### config.mk
export PLATFORM = sky130hd
export DESIGN_NAME = ldmc_top
export DESIGN_NICKNAME = d
export VERILOG_FILES = /design/src/ldmc_pkg.sv /design/src/ldmc_blank_timer.sv /design/src/ldmc_top.sv
export SDC_FILE = /design/constraint.sdc
export NUM_CORES = 1
export LEC_CHECK = 0
export BUFFER_PORTS_ARGS = -buffer_cell sky130_fd_sc_hd__clkbuf_2
export CAP_MARGIN = 15
export CORE_ASPECT_RATIO = 0.7
export CORE_MARGIN = 2
export CORE_UTILIZATION = 30
export CTS_CLUSTER_SIZE = 14
export DETAILED_ROUTE_END_ITERATION = 6
export GPL_TIMING_DRIVEN = 1
export PLACE_DENSITY = 0.5
export SLEW_MARGIN = 20
export SYNTH_ARGS = -nofsm -noshare
export SYNTH_HDL_FRONTEND = slang
export SYNTH_SLANG_ARGS = --single-unit
### constraint.sdc
create_clock -name pclk -period 3.35 [get_ports pclk]
set_clock_uncertainty 0.2 [all_clocks]
set_input_delay 0.335 -clock pclk [delete_from_list [all_inputs] [get_ports pclk]]
set_output_delay 0.335 -clock pclk [all_outputs]
set_load 0.03 [all_outputs]
### src/ldmc_pkg.sv
package ldmc_pkg;
	// Logical device numbers
	localparam logic [7:0] LDN_PAR   = 8'h03;
	localparam logic [7:0] LDN_SER1  = 8'h04;
	localparam logic [7:0] LDN_SER2  = 8'h05;
	localparam logic [7:0] LDN_KBD   = 8'h07;
	// Register indices within a logical device
	localparam logic [7:0] IDX_F0    = 8'hF0;
	localparam logic [7:0] IDX_F1    = 8'hF1;
	localparam logic [7:0] IDX_F2    = 8'hF2;
	// APB byte addresses
	localparam logic [11:0] ADDR_LDN   = 12'h000;
	localparam logic [11:0] ADDR_INDEX = 12'h004;
	localparam logic [11:0] ADDR_DATA  = 12'h008;
	localparam logic [11:0] ADDR_SOFT  = 12'h00C;
	// Reset values
	localparam logic [7:0] RST_PAR_MODE  = 8'h3C;
	localparam logic [7:0] RST_PAR_ROUTE = 8'h00;
	localparam logic [7:0] RST_SER_MODE  = 8'h00;
	localparam logic [7:0] RST_IR_OPT    = 8'h02;
	localparam logic [7:0] RST_IR_TMO    = 8'h03;
	localparam logic [7:0] RST_KBD_GATE  = 8'h00;
	// Writable-bit masks; other bits read zero
	localparam logic [7:0] MASK_PAR_MODE  = 8'hFF;
	localparam logic [7:0] MASK_PAR_ROUTE = 8'h03;
	localparam logic [7:0] MASK_SER1_MODE = 8'h83;
	localparam logic [7:0] MASK_SER2_MODE = 8'h03;
	localparam logic [7:0] MASK_IR_OPT    = 8'h7F;
	localparam logic [7:0] MASK_KBD_GATE  = 8'h84;
	// Parallel port modes
	typedef enum logic [2:0] {
		LDMC_PM_SPP    = 3'h0,
		LDMC_PM_EPP19  = 3'h1,
		LDMC_PM_ECP    = 3'h2,
		LDMC_PM_ECPEPP = 3'h3,
		LDMC_PM_PRN    = 3'h4,
		LDMC_PM_EPP17  = 3'h5,
		LDMC_PM_RES    = 3'h6,
		LDMC_PM_ECP17  = 3'h7
	} ldmc_pmode_e;
	// ECP ecr sub-modes
	localparam logic [2:0] ECR_PRN  = 3'h0;
	localparam logic [2:0] ECR_SPP  = 3'h1;
	localparam logic [2:0] ECR_FIFO = 3'h2;
	localparam logic [2:0] ECR_ECP  = 3'h3;
	localparam logic [2:0] ECR_EPP  = 3'h4;
	localparam logic [2:0] ECR_TEST = 3'h6;
	// Infrared modes
	localparam logic [2:0] IR_STD  = 3'h0;
	localparam logic [2:0] IR_IRDA = 3'h1;
	localparam logic [2:0] IR_ASK  = 3'h2;
	// Timing
	localparam int CLK_MHZ      = 100;
	localparam int TMO_STEP_US  = 100;
	localparam int TMO_STEP_CYC = TMO_STEP_US * CLK_MHZ;
	localparam int PULSE_NS     = 100;
	localparam int PULSE_CYC    = (PULSE_NS * CLK_MHZ + 999) / 1000;
	// Interrupt pin drive bundle
	typedef struct packed {
		logic out;
		logic oe;
	} ldmc_pin_s;
endpackage

### src/ldmc_blank_timer.sv
`timescale 1ns/100ps
// Stretches a busy level by count steps of one blanking unit each
module ldmc_blank_timer #(
	parameter int STEP_CYC = ldmc_pkg::TMO_STEP_CYC
) (
	input  wire logic       pclk,
	input  wire logic       presetn,
	input  wire logic       busy,
	input  wire logic [7:0] steps,
	output logic            blank
);
	typedef struct packed {
		logic [15:0] cyc;
		logic [7:0]  stp;
		logic        act;
		logic        blank;
	} ldmc_bt_s;

	ldmc_bt_s st_reg, st_next;

	// Counter restarts while busy, then runs out the extension
	always_comb begin
		st_next = st_reg;
		if (busy) begin
			st_next.act = 1'b1;
			st_next.cyc = 16'h0000;
			st_next.stp = steps;
		end else if (st_reg.act) begin
			if (st_reg.stp == 8'h00) begin
				st_next.act = 1'b0;
			end else if (st_reg.cyc == 16'(STEP_CYC - 1)) begin
				st_next.cyc = 16'h0000;
				st_next.stp = st_reg.stp - 8'h01;
			end else begin
				st_next.cyc = st_reg.cyc + 16'h0001;
			end
		end
		st_next.blank = busy | st_next.act;
	end

	always_ff @(posedge pclk or negedge presetn) begin
		if (!presetn) begin
			st_reg <= '0;
		end else begin
			st_reg <= st_next;
		end
	end

	assign blank = st_reg.blank;
endmodule

### src/ldmc_top.sv
`timescale 1ns/100ps
// Behaviour
// - Parallel mode field picks printer, SPP, EPP 1.9/1.7, ECP or ECP plus EPP.
// - Parallel mode bits 6:3 hold the ECP FIFO threshold, reset 0111.
// - Interrupt type one drives the parallel interrupt as a low pulse then released.
// - Interrupt type is ignored in printer and standard modes.
// - Interrupt type zero: interrupt follows acknowledge in EPP modes and in ECP printer, SPP and EPP sub-modes.
// - Interrupt is level type in ECP, test and FIFO sub-modes.
// - Floppy routing 00 normal, 01 drive one on parallel, 10 both on parallel.
// - Serial mode bit 0 enables MIDI, reset zero.
// - Serial mode bit 1 enables high speed, reset zero.
// - First serial mode bit 7 makes both ports share one interrupt.
// - Sharing with two assigned pins asserts both on either interrupt.
// - Infrared bit 0 inverts receive; bit 1 transmit polarity, reset active low.
// - Infrared bit 2 selects half duplex, reset full duplex.
// - Infrared mode 000 standard, 001 IrDA, 010 ASK; others reserved.
// - Infrared bit 6 routes traffic to second serial pins or alternate pins.
// - Half-duplex timeout extends blanking by value times 100 microseconds.
// - Keyboard gate bit 7 sets keyboard port bit output polarity, reset low.
// - Keyboard gate bit 2 enables the fast gate port.
// - Keyboard indices F1 to FF are reserved and read zero.
// - Registers reset only on power-on or hard reset, not soft reset; here soft reset clears the device number and index.
module ldmc_top (
	input  wire logic        pclk,
	input  wire logic        presetn,
	input  wire logic        psel,
	input  wire logic        penable,
	input  wire logic        pwrite,
	input  wire logic [11:0] paddr,
	input  wire logic [31:0] pwdata,
	output logic      [31:0] prdata,
	output logic             pready,
	output logic             pslverr,
	input  wire logic [2:0]  ecr_mode,
	input  wire logic        printer_acknowledge_n,
	input  wire logic        par_irq_event,
	input  wire logic        ser1_irq,
	input  wire logic        ser2_irq,
	input  wire logic        ser1_pin_assigned,
	input  wire logic        ser2_pin_assigned,
	input  wire logic        ir_tx_data,
	input  wire logic        ir_tx_busy,
	input  wire logic        serial_two_receive_pin,
	input  wire logic        alt_infrared_receive_pin,
	input  wire logic        kbd_p12_raw,
	output logic             par_irq_out,
	output logic             par_irq_oe,
	output logic             floppy_routing_select,
	output logic             drive_one_on_printer_pins,
	output logic             both_drives_on_printer_pins,
	output logic      [2:0]  par_mode,
	output logic      [3:0]  ecp_fifo_threshold,
	output logic             ser1_midi_en,
	output logic             ser1_high_speed,
	output logic             ser2_midi_en,
	output logic             ser2_high_speed,
	output logic             ser1_irq_out,
	output logic             ser2_irq_out,
	output logic      [2:0]  ir_mode,
	output logic             ir_half_duplex,
	output logic             ir_rx_data,
	output logic             serial_two_transmit_pin,
	output logic             alt_infrared_transmit_pin,
	output logic             kbd_port_bit_one_two,
	output logic             fast_gate_port_en
);
	typedef struct packed {
		logic [7:0]  ldn;
		logic [7:0]  index;
		logic [7:0]  par_mode;
		logic [7:0]  par_route;
		logic [7:0]  ser1_mode;
		logic [7:0]  ser2_mode;
		logic [7:0]  ir_opt;
		logic [7:0]  ir_tmo;
		logic [7:0]  kbd_gate;
		logic [2:0]  route;
		logic [31:0] prdata;
		logic        pready;
		logic        pslverr;
		logic        ack_d;
		logic        ev_d;
		logic [3:0]  pulse_cnt;
		ldmc_pkg::ldmc_pin_s par_irq;
		logic        s1_irq;
		logic        s2_irq;
		logic        ir_rx;
		logic        tx2;
		logic        alt_tx;
		logic        p12;
	} ldmc_st_s;

	ldmc_st_s st_reg, st_next;
	logic     blank;

	// Half-duplex blanking extended by the timeout register
	ldmc_blank_timer #(
		.STEP_CYC (ldmc_pkg::TMO_STEP_CYC)
	) u_blank (
		.pclk    (pclk),
		.presetn (presetn),
		.busy    (ir_tx_busy),
		.steps   (st_reg.ir_tmo),
		.blank   (blank)
	);

	// Maps index in a logical device to its stored value; unmapped reads zero
	function automatic logic [7:0] read_reg(input ldmc_st_s s);
		logic [7:0] v;
		v = 8'h00;
		case (s.ldn)
			ldmc_pkg::LDN_PAR: begin
				if (s.index == ldmc_pkg::IDX_F0) v = s.par_mode;
				else if (s.index == ldmc_pkg::IDX_F1) v = s.par_route;
			end
			ldmc_pkg::LDN_SER1: begin
				if (s.index == ldmc_pkg::IDX_F0) v = s.ser1_mode;
			end
			ldmc_pkg::LDN_SER2: begin
				if (s.index == ldmc_pkg::IDX_F0) v = s.ser2_mode;
				else if (s.index == ldmc_pkg::IDX_F1) v = s.ir_opt;
				else if (s.index == ldmc_pkg::IDX_F2) v = s.ir_tmo;
			end
			ldmc_pkg::LDN_KBD: begin
				if (s.index == ldmc_pkg::IDX_F0) v = s.kbd_gate;
			end
			default: v = 8'h00;
		endcase
		return v;
	endfunction

	// True when the interrupt line follows the acknowledge input
	function automatic logic ack_follow(input logic [2:0] m, input logic [2:0] e);
		logic ecp;
		ecp = (m == ldmc_pkg::LDMC_PM_ECP) || (m == ldmc_pkg::LDMC_PM_ECPEPP) ||
		      (m == ldmc_pkg::LDMC_PM_ECP17);
		return ((m == ldmc_pkg::LDMC_PM_EPP19) || (m == ldmc_pkg::LDMC_PM_EPP17)) ||
		       (ecp && ((e == ldmc_pkg::ECR_PRN) || (e == ldmc_pkg::ECR_SPP) ||
		                (e == ldmc_pkg::ECR_EPP)));
	endfunction

	always_comb begin
		logic [7:0] wd;
		logic       wr;
		logic       rd;
		logic [2:0] pm;
		logic       ecp;
		logic       lvl;
		logic       rx_raw;
		logic       any_ser;
		wd      = pwdata[7:0];
		wr      = psel & penable & pwrite;
		rd      = psel & penable & ~pwrite;
		pm      = 3'h0;
		ecp     = 1'b0;
		lvl     = 1'b0;
		rx_raw  = 1'b0;
		any_ser = 1'b0;
		st_next = st_reg;
		st_next.pready  = psel & ~penable;
		st_next.pslverr = 1'b0;

		// APB: no wait state, answer in the cycle after setup
		if (psel && !penable) begin
			st_next.pslverr = (paddr > ldmc_pkg::ADDR_SOFT) || (paddr[1:0] != 2'b00);
			case (paddr)
				ldmc_pkg::ADDR_LDN:   st_next.prdata = {24'h000000, st_reg.ldn};
				ldmc_pkg::ADDR_INDEX: st_next.prdata = {24'h000000, st_reg.index};
				ldmc_pkg::ADDR_DATA:  st_next.prdata = {24'h000000, read_reg(st_reg)};
				default:              st_next.prdata = 32'h00000000;
			endcase
		end
		if (rd) begin
			st_next.prdata = st_reg.prdata;
		end
		if (wr && st_reg.pready) begin
			case (paddr)
				ldmc_pkg::ADDR_LDN:   st_next.ldn = wd;
				ldmc_pkg::ADDR_INDEX: st_next.index = wd;
				ldmc_pkg::ADDR_SOFT: begin
					// Soft reset returns only the selectors; mode registers keep value
					st_next.ldn   = 8'h00;
					st_next.index = 8'h00;
				end
				ldmc_pkg::ADDR_DATA: begin
					case (st_reg.ldn)
						ldmc_pkg::LDN_PAR: begin
							if (st_reg.index == ldmc_pkg::IDX_F0)
								st_next.par_mode = wd & ldmc_pkg::MASK_PAR_MODE;
							else if (st_reg.index == ldmc_pkg::IDX_F1)
								st_next.par_route = wd & ldmc_pkg::MASK_PAR_ROUTE;
						end
						ldmc_pkg::LDN_SER1: begin
							if (st_reg.index == ldmc_pkg::IDX_F0)
								st_next.ser1_mode = wd & ldmc_pkg::MASK_SER1_MODE;
						end
						ldmc_pkg::LDN_SER2: begin
							if (st_reg.index == ldmc_pkg::IDX_F0)
								st_next.ser2_mode = wd & ldmc_pkg::MASK_SER2_MODE;
							else if (st_reg.index == ldmc_pkg::IDX_F1)
								st_next.ir_opt = wd & ldmc_pkg::MASK_IR_OPT;
							else if (st_reg.index == ldmc_pkg::IDX_F2)
								st_next.ir_tmo = wd;
						end
						ldmc_pkg::LDN_KBD: begin
							if (st_reg.index == ldmc_pkg::IDX_F0)
								st_next.kbd_gate = wd & ldmc_pkg::MASK_KBD_GATE;
						end
						default: st_next.ldn = st_reg.ldn;
					endcase
				end
				default: st_next.ldn = st_reg.ldn;
			endcase
		end

		// Routing decode is registered so the routing pins come straight from flops
		st_next.route = {st_next.par_route[1:0] == 2'b10, st_next.par_route[1:0] == 2'b01,
		                 st_next.par_route[1:0] != 2'b00};

		// Parallel interrupt style
		pm  = st_reg.par_mode[2:0];
		ecp = (pm == ldmc_pkg::LDMC_PM_ECP) || (pm == ldmc_pkg::LDMC_PM_ECPEPP) ||
		      (pm == ldmc_pkg::LDMC_PM_ECP17);
		lvl = ecp && ((ecr_mode == ldmc_pkg::ECR_ECP) || (ecr_mode == ldmc_pkg::ECR_TEST) ||
		              (ecr_mode == ldmc_pkg::ECR_FIFO));
		st_next.ack_d = printer_acknowledge_n;
		st_next.ev_d  = par_irq_event;
		if (lvl) begin
			st_next.par_irq   = '{out: par_irq_event, oe: 1'b1};
			st_next.pulse_cnt = 4'h0;
		end else if (st_reg.par_mode[7] && pm != ldmc_pkg::LDMC_PM_PRN &&
		             pm != ldmc_pkg::LDMC_PM_SPP) begin
			// Pulse low on acknowledge falling, then release the line
			if (st_reg.ack_d && !printer_acknowledge_n) begin
				st_next.pulse_cnt = 4'(ldmc_pkg::PULSE_CYC);
			end else if (st_reg.pulse_cnt != 4'h0) begin
				st_next.pulse_cnt = st_reg.pulse_cnt - 4'h1;
			end
			st_next.par_irq = '{out: 1'b0, oe: (st_next.pulse_cnt != 4'h0)};
		end else if (ack_follow(pm, ecr_mode)) begin
			st_next.par_irq   = '{out: printer_acknowledge_n, oe: 1'b1};
			st_next.pulse_cnt = 4'h0;
		end else begin
			// Printer and standard modes drive the plain event level
			st_next.par_irq   = '{out: par_irq_event, oe: 1'b1};
			st_next.pulse_cnt = 4'h0;
		end

		// Serial interrupt sharing
		any_ser = ser1_irq | ser2_irq;
		if (st_reg.ser1_mode[7]) begin
			st_next.s1_irq = any_ser & ser1_pin_assigned;
			st_next.s2_irq = any_ser & ser2_pin_assigned;
		end else begin
			st_next.s1_irq = ser1_irq;
			st_next.s2_irq = ser2_irq;
		end

		// Infrared path: location, polarity, blanking
		rx_raw = st_reg.ir_opt[6] ? alt_infrared_receive_pin : serial_two_receive_pin;
		st_next.ir_rx = (rx_raw ^ st_reg.ir_opt[0]) & ~(st_reg.ir_opt[2] & blank);
		if (st_reg.ir_opt[5:3] == ldmc_pkg::IR_STD) begin
			st_next.tx2    = ir_tx_data;
			st_next.alt_tx = 1'b0;
		end else if (st_reg.ir_opt[6]) begin
			st_next.tx2    = 1'b1;
			st_next.alt_tx = ir_tx_data ^ st_reg.ir_opt[1];
		end else begin
			st_next.tx2    = ir_tx_data ^ st_reg.ir_opt[1];
			st_next.alt_tx = 1'b0;
		end

		// Keyboard port bit polarity
		st_next.p12 = st_reg.kbd_gate[7] ? kbd_p12_raw : ~kbd_p12_raw;
	end

	// Power-on or hard reset restores defaults; soft reset returns only ldn and index to zero
	always_ff @(posedge pclk or negedge presetn) begin
		if (!presetn) begin
			st_reg           <= '0;
			st_reg.par_mode  <= ldmc_pkg::RST_PAR_MODE;
			st_reg.par_route <= ldmc_pkg::RST_PAR_ROUTE;
			st_reg.ser1_mode <= ldmc_pkg::RST_SER_MODE;
			st_reg.ser2_mode <= ldmc_pkg::RST_SER_MODE;
			st_reg.ir_opt    <= ldmc_pkg::RST_IR_OPT;
			st_reg.ir_tmo    <= ldmc_pkg::RST_IR_TMO;
			st_reg.kbd_gate  <= ldmc_pkg::RST_KBD_GATE;
			st_reg.par_irq   <= '{out: 1'b1, oe: 1'b0};
			st_reg.ack_d     <= 1'b1;
			st_reg.p12       <= 1'b1;
			st_reg.tx2       <= 1'b1;
		end else begin
			st_reg <= st_next;
		end
	end

	// Outputs from state flip-flops
	assign prdata                      = st_reg.prdata;
	assign pready                      = st_reg.pready;
	assign pslverr                     = st_reg.pslverr;
	assign par_irq_out                 = st_reg.par_irq.out;
	assign par_irq_oe                  = st_reg.par_irq.oe;
	assign floppy_routing_select       = st_reg.route[0];
	assign drive_one_on_printer_pins   = st_reg.route[1];
	assign both_drives_on_printer_pins = st_reg.route[2];
	assign par_mode                    = st_reg.par_mode[2:0];
	assign ecp_fifo_threshold          = st_reg.par_mode[6:3];
	assign ser1_midi_en                = st_reg.ser1_mode[0];
	assign ser1_high_speed             = st_reg.ser1_mode[1];
	assign ser2_midi_en                = st_reg.ser2_mode[0];
	assign ser2_high_speed             = st_reg.ser2_mode[1];
	assign ser1_irq_out                = st_reg.s1_irq;
	assign ser2_irq_out                = st_reg.s2_irq;
	assign ir_mode                     = st_reg.ir_opt[5:3];
	assign ir_half_duplex              = st_reg.ir_opt[2];
	assign ir_rx_data                  = st_reg.ir_rx;
	assign serial_two_transmit_pin     = st_reg.tx2;
	assign alt_infrared_transmit_pin   = st_reg.alt_tx;
	assign kbd_port_bit_one_two        = st_reg.p12;
	assign fast_gate_port_en           = st_reg.kbd_gate[2];
endmodule

==> summary.md <==
| Metric | Value |
|---|---|
| Result of the run | `completed` |
| Sequential group share of total power | `46.5%` |
| Number of slew-limit violations in the final report | `0` |
| Area occupied by multi-input gates | `2507 um2` |
| Start-to-end type of the worst setup path | `flop to flop` |
| Largest area contributor in the synthesized netlist | `sky130_fd_sc_hd__dfrtp_1` |
| Synth cell types | `61` |
| Arrival time worst endpoint | `2.84 ns` |
| Switching Fraction | `28.94%` |
| Number of warnings printed during yosys synthesis | `0` |
| Kind of end point of the critical path | `flop` |
| Deepest clock path buffer count | `2` |
| Filler cells | `1848` |
| Seq/Total Area, Yosys | `46.06%` |
| Relative contribution of combinational cells to total power | `15.1%` |
| CTS H-Tree Depth | `3` |
| Fin Setup TNS | `0 ns` |
| ANT nets after route | `0` |
| Ranking of synthesized cells by area | `sky130_fd_sc_hd__dfrtp_1 (41%), sky130_fd_sc_hd__o21ai_0 (6.4%), sky130_fd_sc_hd__buf_4 (5.8%)` |
| Most frequent cells after synthesis | `sky130_fd_sc_hd__dfrtp_1 (88), sky130_fd_sc_hd__o21ai_0 (69), sky130_fd_sc_hd__nand2_1 (60)` |
| Number of primary I/O pins | `124` |
| Average cell area after synthesis | `9.573 um2` |
| Number of placement rows | `41` |
| Gp weighted congestion | `0.8586` |
| Final Hold Slack | `0.06177 ns` |
| Routed Wire Length | `13610 um` |
| Port bufs | `75` |
| CTS tree | `yes` |
| Fraction of layout instances using a drive strength above 1 | `23.53%` |
| Die span in x | `164.5 um` |
| Clock-pin transition on the worst setup and hold timing paths | `0.07 ns` |
| Power density of the placed cells | `451.1 nW/um2` |
| Internal power of the cells | `1.981 mW` |
| Static leakage power | `2.821 nW` |
| Total gr overflow | `0` |
| Vertical die dimension | `116.3 um` |
| Fraction of met1 tracks used by global routing | `22.49%` |
| Worst-Margin Slew | `0.9645 ns` |
| Number of nets in the layout | `691` |
| Cts bufs inserted | `9` |
| IR Drop Worst-Case VDD | `0.2825 mV` |
| Final-report hold violation count | `0` |
| Hold/Removal Path Class | `input pin to flop` |
| Growth of design area from synthesis to finish | `14.25%` |
| Setup repair after global routing missed its margin | `false` |
| Layout Utilization | `34.62%` |
| Core box area | `17850 um2` |
| Global-route usage over all layers | `14.79%` |
| Routed vias | `4315` |
| Clock group share of total power | `38.3%` |
| Met3 usage in global routing | `3.871%` |
| Average via count per standard cell | `4.988` |
| Overall die area | `19140 um2` |
| Netlist area before placement | `5409 um2` |
| Met2 layer usage reported by global route | `21.12%` |
| Antenna Diode Count | `0` |
| WP data required | `3.38 ns` |
| Highest clock rate | `355.9 MHz` |
| Final period demand of the worst path | `2.810 ns` |
| Part of the cycle the worst path needs | `83.87%` |
| Final-report setup violation count | `0` |
| First-pass GRT wire length | `21820 um` |
| Flip-flop count of the largest register, all copies and words added | `37` |
| Post-placement cell count | `842` |
| Pin count of the biggest net entering global routing | `84` |
| Residual DRC | `0` |
| Most congested layer reported by global routing | `met1` |
| P_sw | `0.8068 mW` |
| Fraction of synthesis flops using an asynchronous set or reset pin | `100.0%` |
| Clock Tree Root | `sky130_fd_sc_hd__clkbuf_16` |
| Filler-free cell count of the finished design | `865` |
| Number of max-cap violations | `0` |
| Detail-routed net length per standard cell | `15.73 um` |
| Relative slew slack | `35.11%` |
| Antenna violations before repair | `0` |
| DRC violation total after the first TritonRoute iteration | `375` |
| Starting Density | `30.30%` |
| Synthesized netlist cell count | `565` |
| Total of cells resized after clock tree synthesis | `0` |
| Via count of the first global-routing pass | `4041` |
| CTS sink count | `99` |
| Type of origin of the critical path | `flop` |
| Main flop type after synthesis | `sky130_fd_sc_hd__dfrtp_1` |
| Storage element area | `2491 um2` |
| HPWL Detailed | `10070 um` |
| Count leader, synth | `sky130_fd_sc_hd__dfrtp_1` |
| Number of flops mapped to enable cells by yosys | `0` |
| Detailed-router iteration count before antenna repair | `5` |
| Insertion delay to the later sink of the worst-skew pair | `0.35 ns` |
| Share of Yosys cell area claimed by the top area cell type | `40.71%` |
| Crit Path Max Fanout | `13` |
| FF+latch count, synth | `99` |
-- critical path: stages (launching register included) --
cell and delay, ns:
sky130_fd_sc_hd__dfrtp_1 0.44, sky130_fd_sc_hd__nor4_1 0.58, sky130_fd_sc_hd__a31oi_1 0.40, sky130_fd_sc_hd__o21ai_1 0.70
sky130_fd_sc_hd__nor3_1 0.10, sky130_fd_sc_hd__a211o_1 0.28
-- final timing paths --
kind	start	end	slack, ns	depth (start not counted)
hold reg to reg	st_reg[58]	kbd_port_bit_one_two	0.27	1
max in group asynchronous	presetn	ecp_fifo_threshold[0]	1.78	3
setup / recovery	u_blank.st_reg[5]	u_blank.st_reg[9]	0.54	5
setup reg to reg	u_blank.st_reg[5]	u_blank.st_reg[9]	0.54	5
hold / removal	ser1_irq	ser1_irq_out	0.06	3
min in group asynchronous	presetn	par_irq_oe	0.40	2
-- per-stage QoR --
stage                     total power, mW  area (um2)  worst slack (ns)
after floorplan                     1.607        5495             1.017
after global placement              1.724        5803            0.6380
after detailed placement            1.733        5803            0.5920
after CTS                           2.820        6166            0.5795
after global routing                2.939        6180            0.3112
final                               2.787        6180            0.5403
-- layout by cell type, fill, tap and decap left out, types with 4 or more instances in the layout --
cell / Yosys / final
sky130_fd_sc_hd__a31oi_1: 6 / 6
sky130_fd_sc_hd__dfrtp_1: 88 / 88
sky130_fd_sc_hd__dfstp_2: 11 / 11
sky130_fd_sc_hd__a22o_1: 4 / 4
sky130_fd_sc_hd__nand2b_1: 10 / 10
sky130_fd_sc_hd__nor3_1: 12 / 12
sky130_fd_sc_hd__a22oi_1: 14 / 14
sky130_fd_sc_hd__ha_1: 4 / 4
sky130_fd_sc_hd__conb_1: 1 / 24
sky130_fd_sc_hd__clkbuf_2: 0 / 74
sky130_fd_sc_hd__nand4_1: 10 / 10
sky130_fd_sc_hd__nor2b_1: 9 / 9
sky130_fd_sc_hd__dlygate4sd3_1: 0 / 7
sky130_fd_sc_hd__o21ai_0: 69 / 69
sky130_fd_sc_hd__nand2_1: 60 / 60
sky130_fd_sc_hd__a21oi_1: 16 / 16
sky130_fd_sc_hd__clkbuf_16: 0 / 9
sky130_fd_sc_hd__nor2_1: 29 / 29
sky130_fd_sc_hd__o31ai_1: 4 / 4
sky130_fd_sc_hd__mux2i_1: 8 / 8
sky130_fd_sc_hd__mux2_2: 28 / 28
sky130_fd_sc_hd__inv_1: 25 / 25
sky130_fd_sc_hd__nand3_1: 24 / 24
sky130_fd_sc_hd__or3_1: 4 / 4
sky130_fd_sc_hd__and3_1: 6 / 6
sky130_fd_sc_hd__buf_4: 42 / 5
-- layout make-up --
class | count | share of cell area (%)
Clock inverter | 5 | 0.9719
Clock buffer | 11 | 3.928
Sequential cell | 99 | 40.31
Inverter | 25 | 1.519
Tap cell | 236 | 4.778
Multi-Input combinational cell | 402 | 40.57
Timing Repair Buffer | 87 | 7.917
-- power by group through the flow --
stage | combinational, mW | clock (mW) | sequential [mW]
2_1_floorplan | 0.289 | 0 | 1.32
3_3_place_gp | 0.408 | 0 | 1.32
3_5_place_dp | 0.415 | 0 | 1.32
4_1_cts | 0.422 | 1.10 | 1.30
5_1_grt | 0.485 | 1.15 | 1.31
6_report | 0.422 | 1.07 | 1.30
-- per-layer routing --
metal,up-vias,share of wire (%)
met5,-,0
met4,0,0.57
met3,6,5.7
met2,116,41
met1,2107,53
li1,2086,-
-- logic make-up after synthesis --
kind of cell | Yosys count | share of synthesized area [%]
AND/OR/NAND/NOR | 194 | 19.48
AO/OA/AOI/OAI | 136 | 15.34
XOR/XNOR | 5 | 0.8098
buffers and inverters | 87 | 9.183
other | 1 | 0.06933
adder cells (fa/ha/maj) | 4 | 0.9253
multiplexers | 39 | 8.142
flip-flops | 99 | 46.06
-- repair_timing --
action                    in CTS  in global routing
buffers inserted               0                  0
hold endpoints to repair       6                 73
hold buffers                   6                  1
Note: power is estimated with default switching activity, not from simulation.
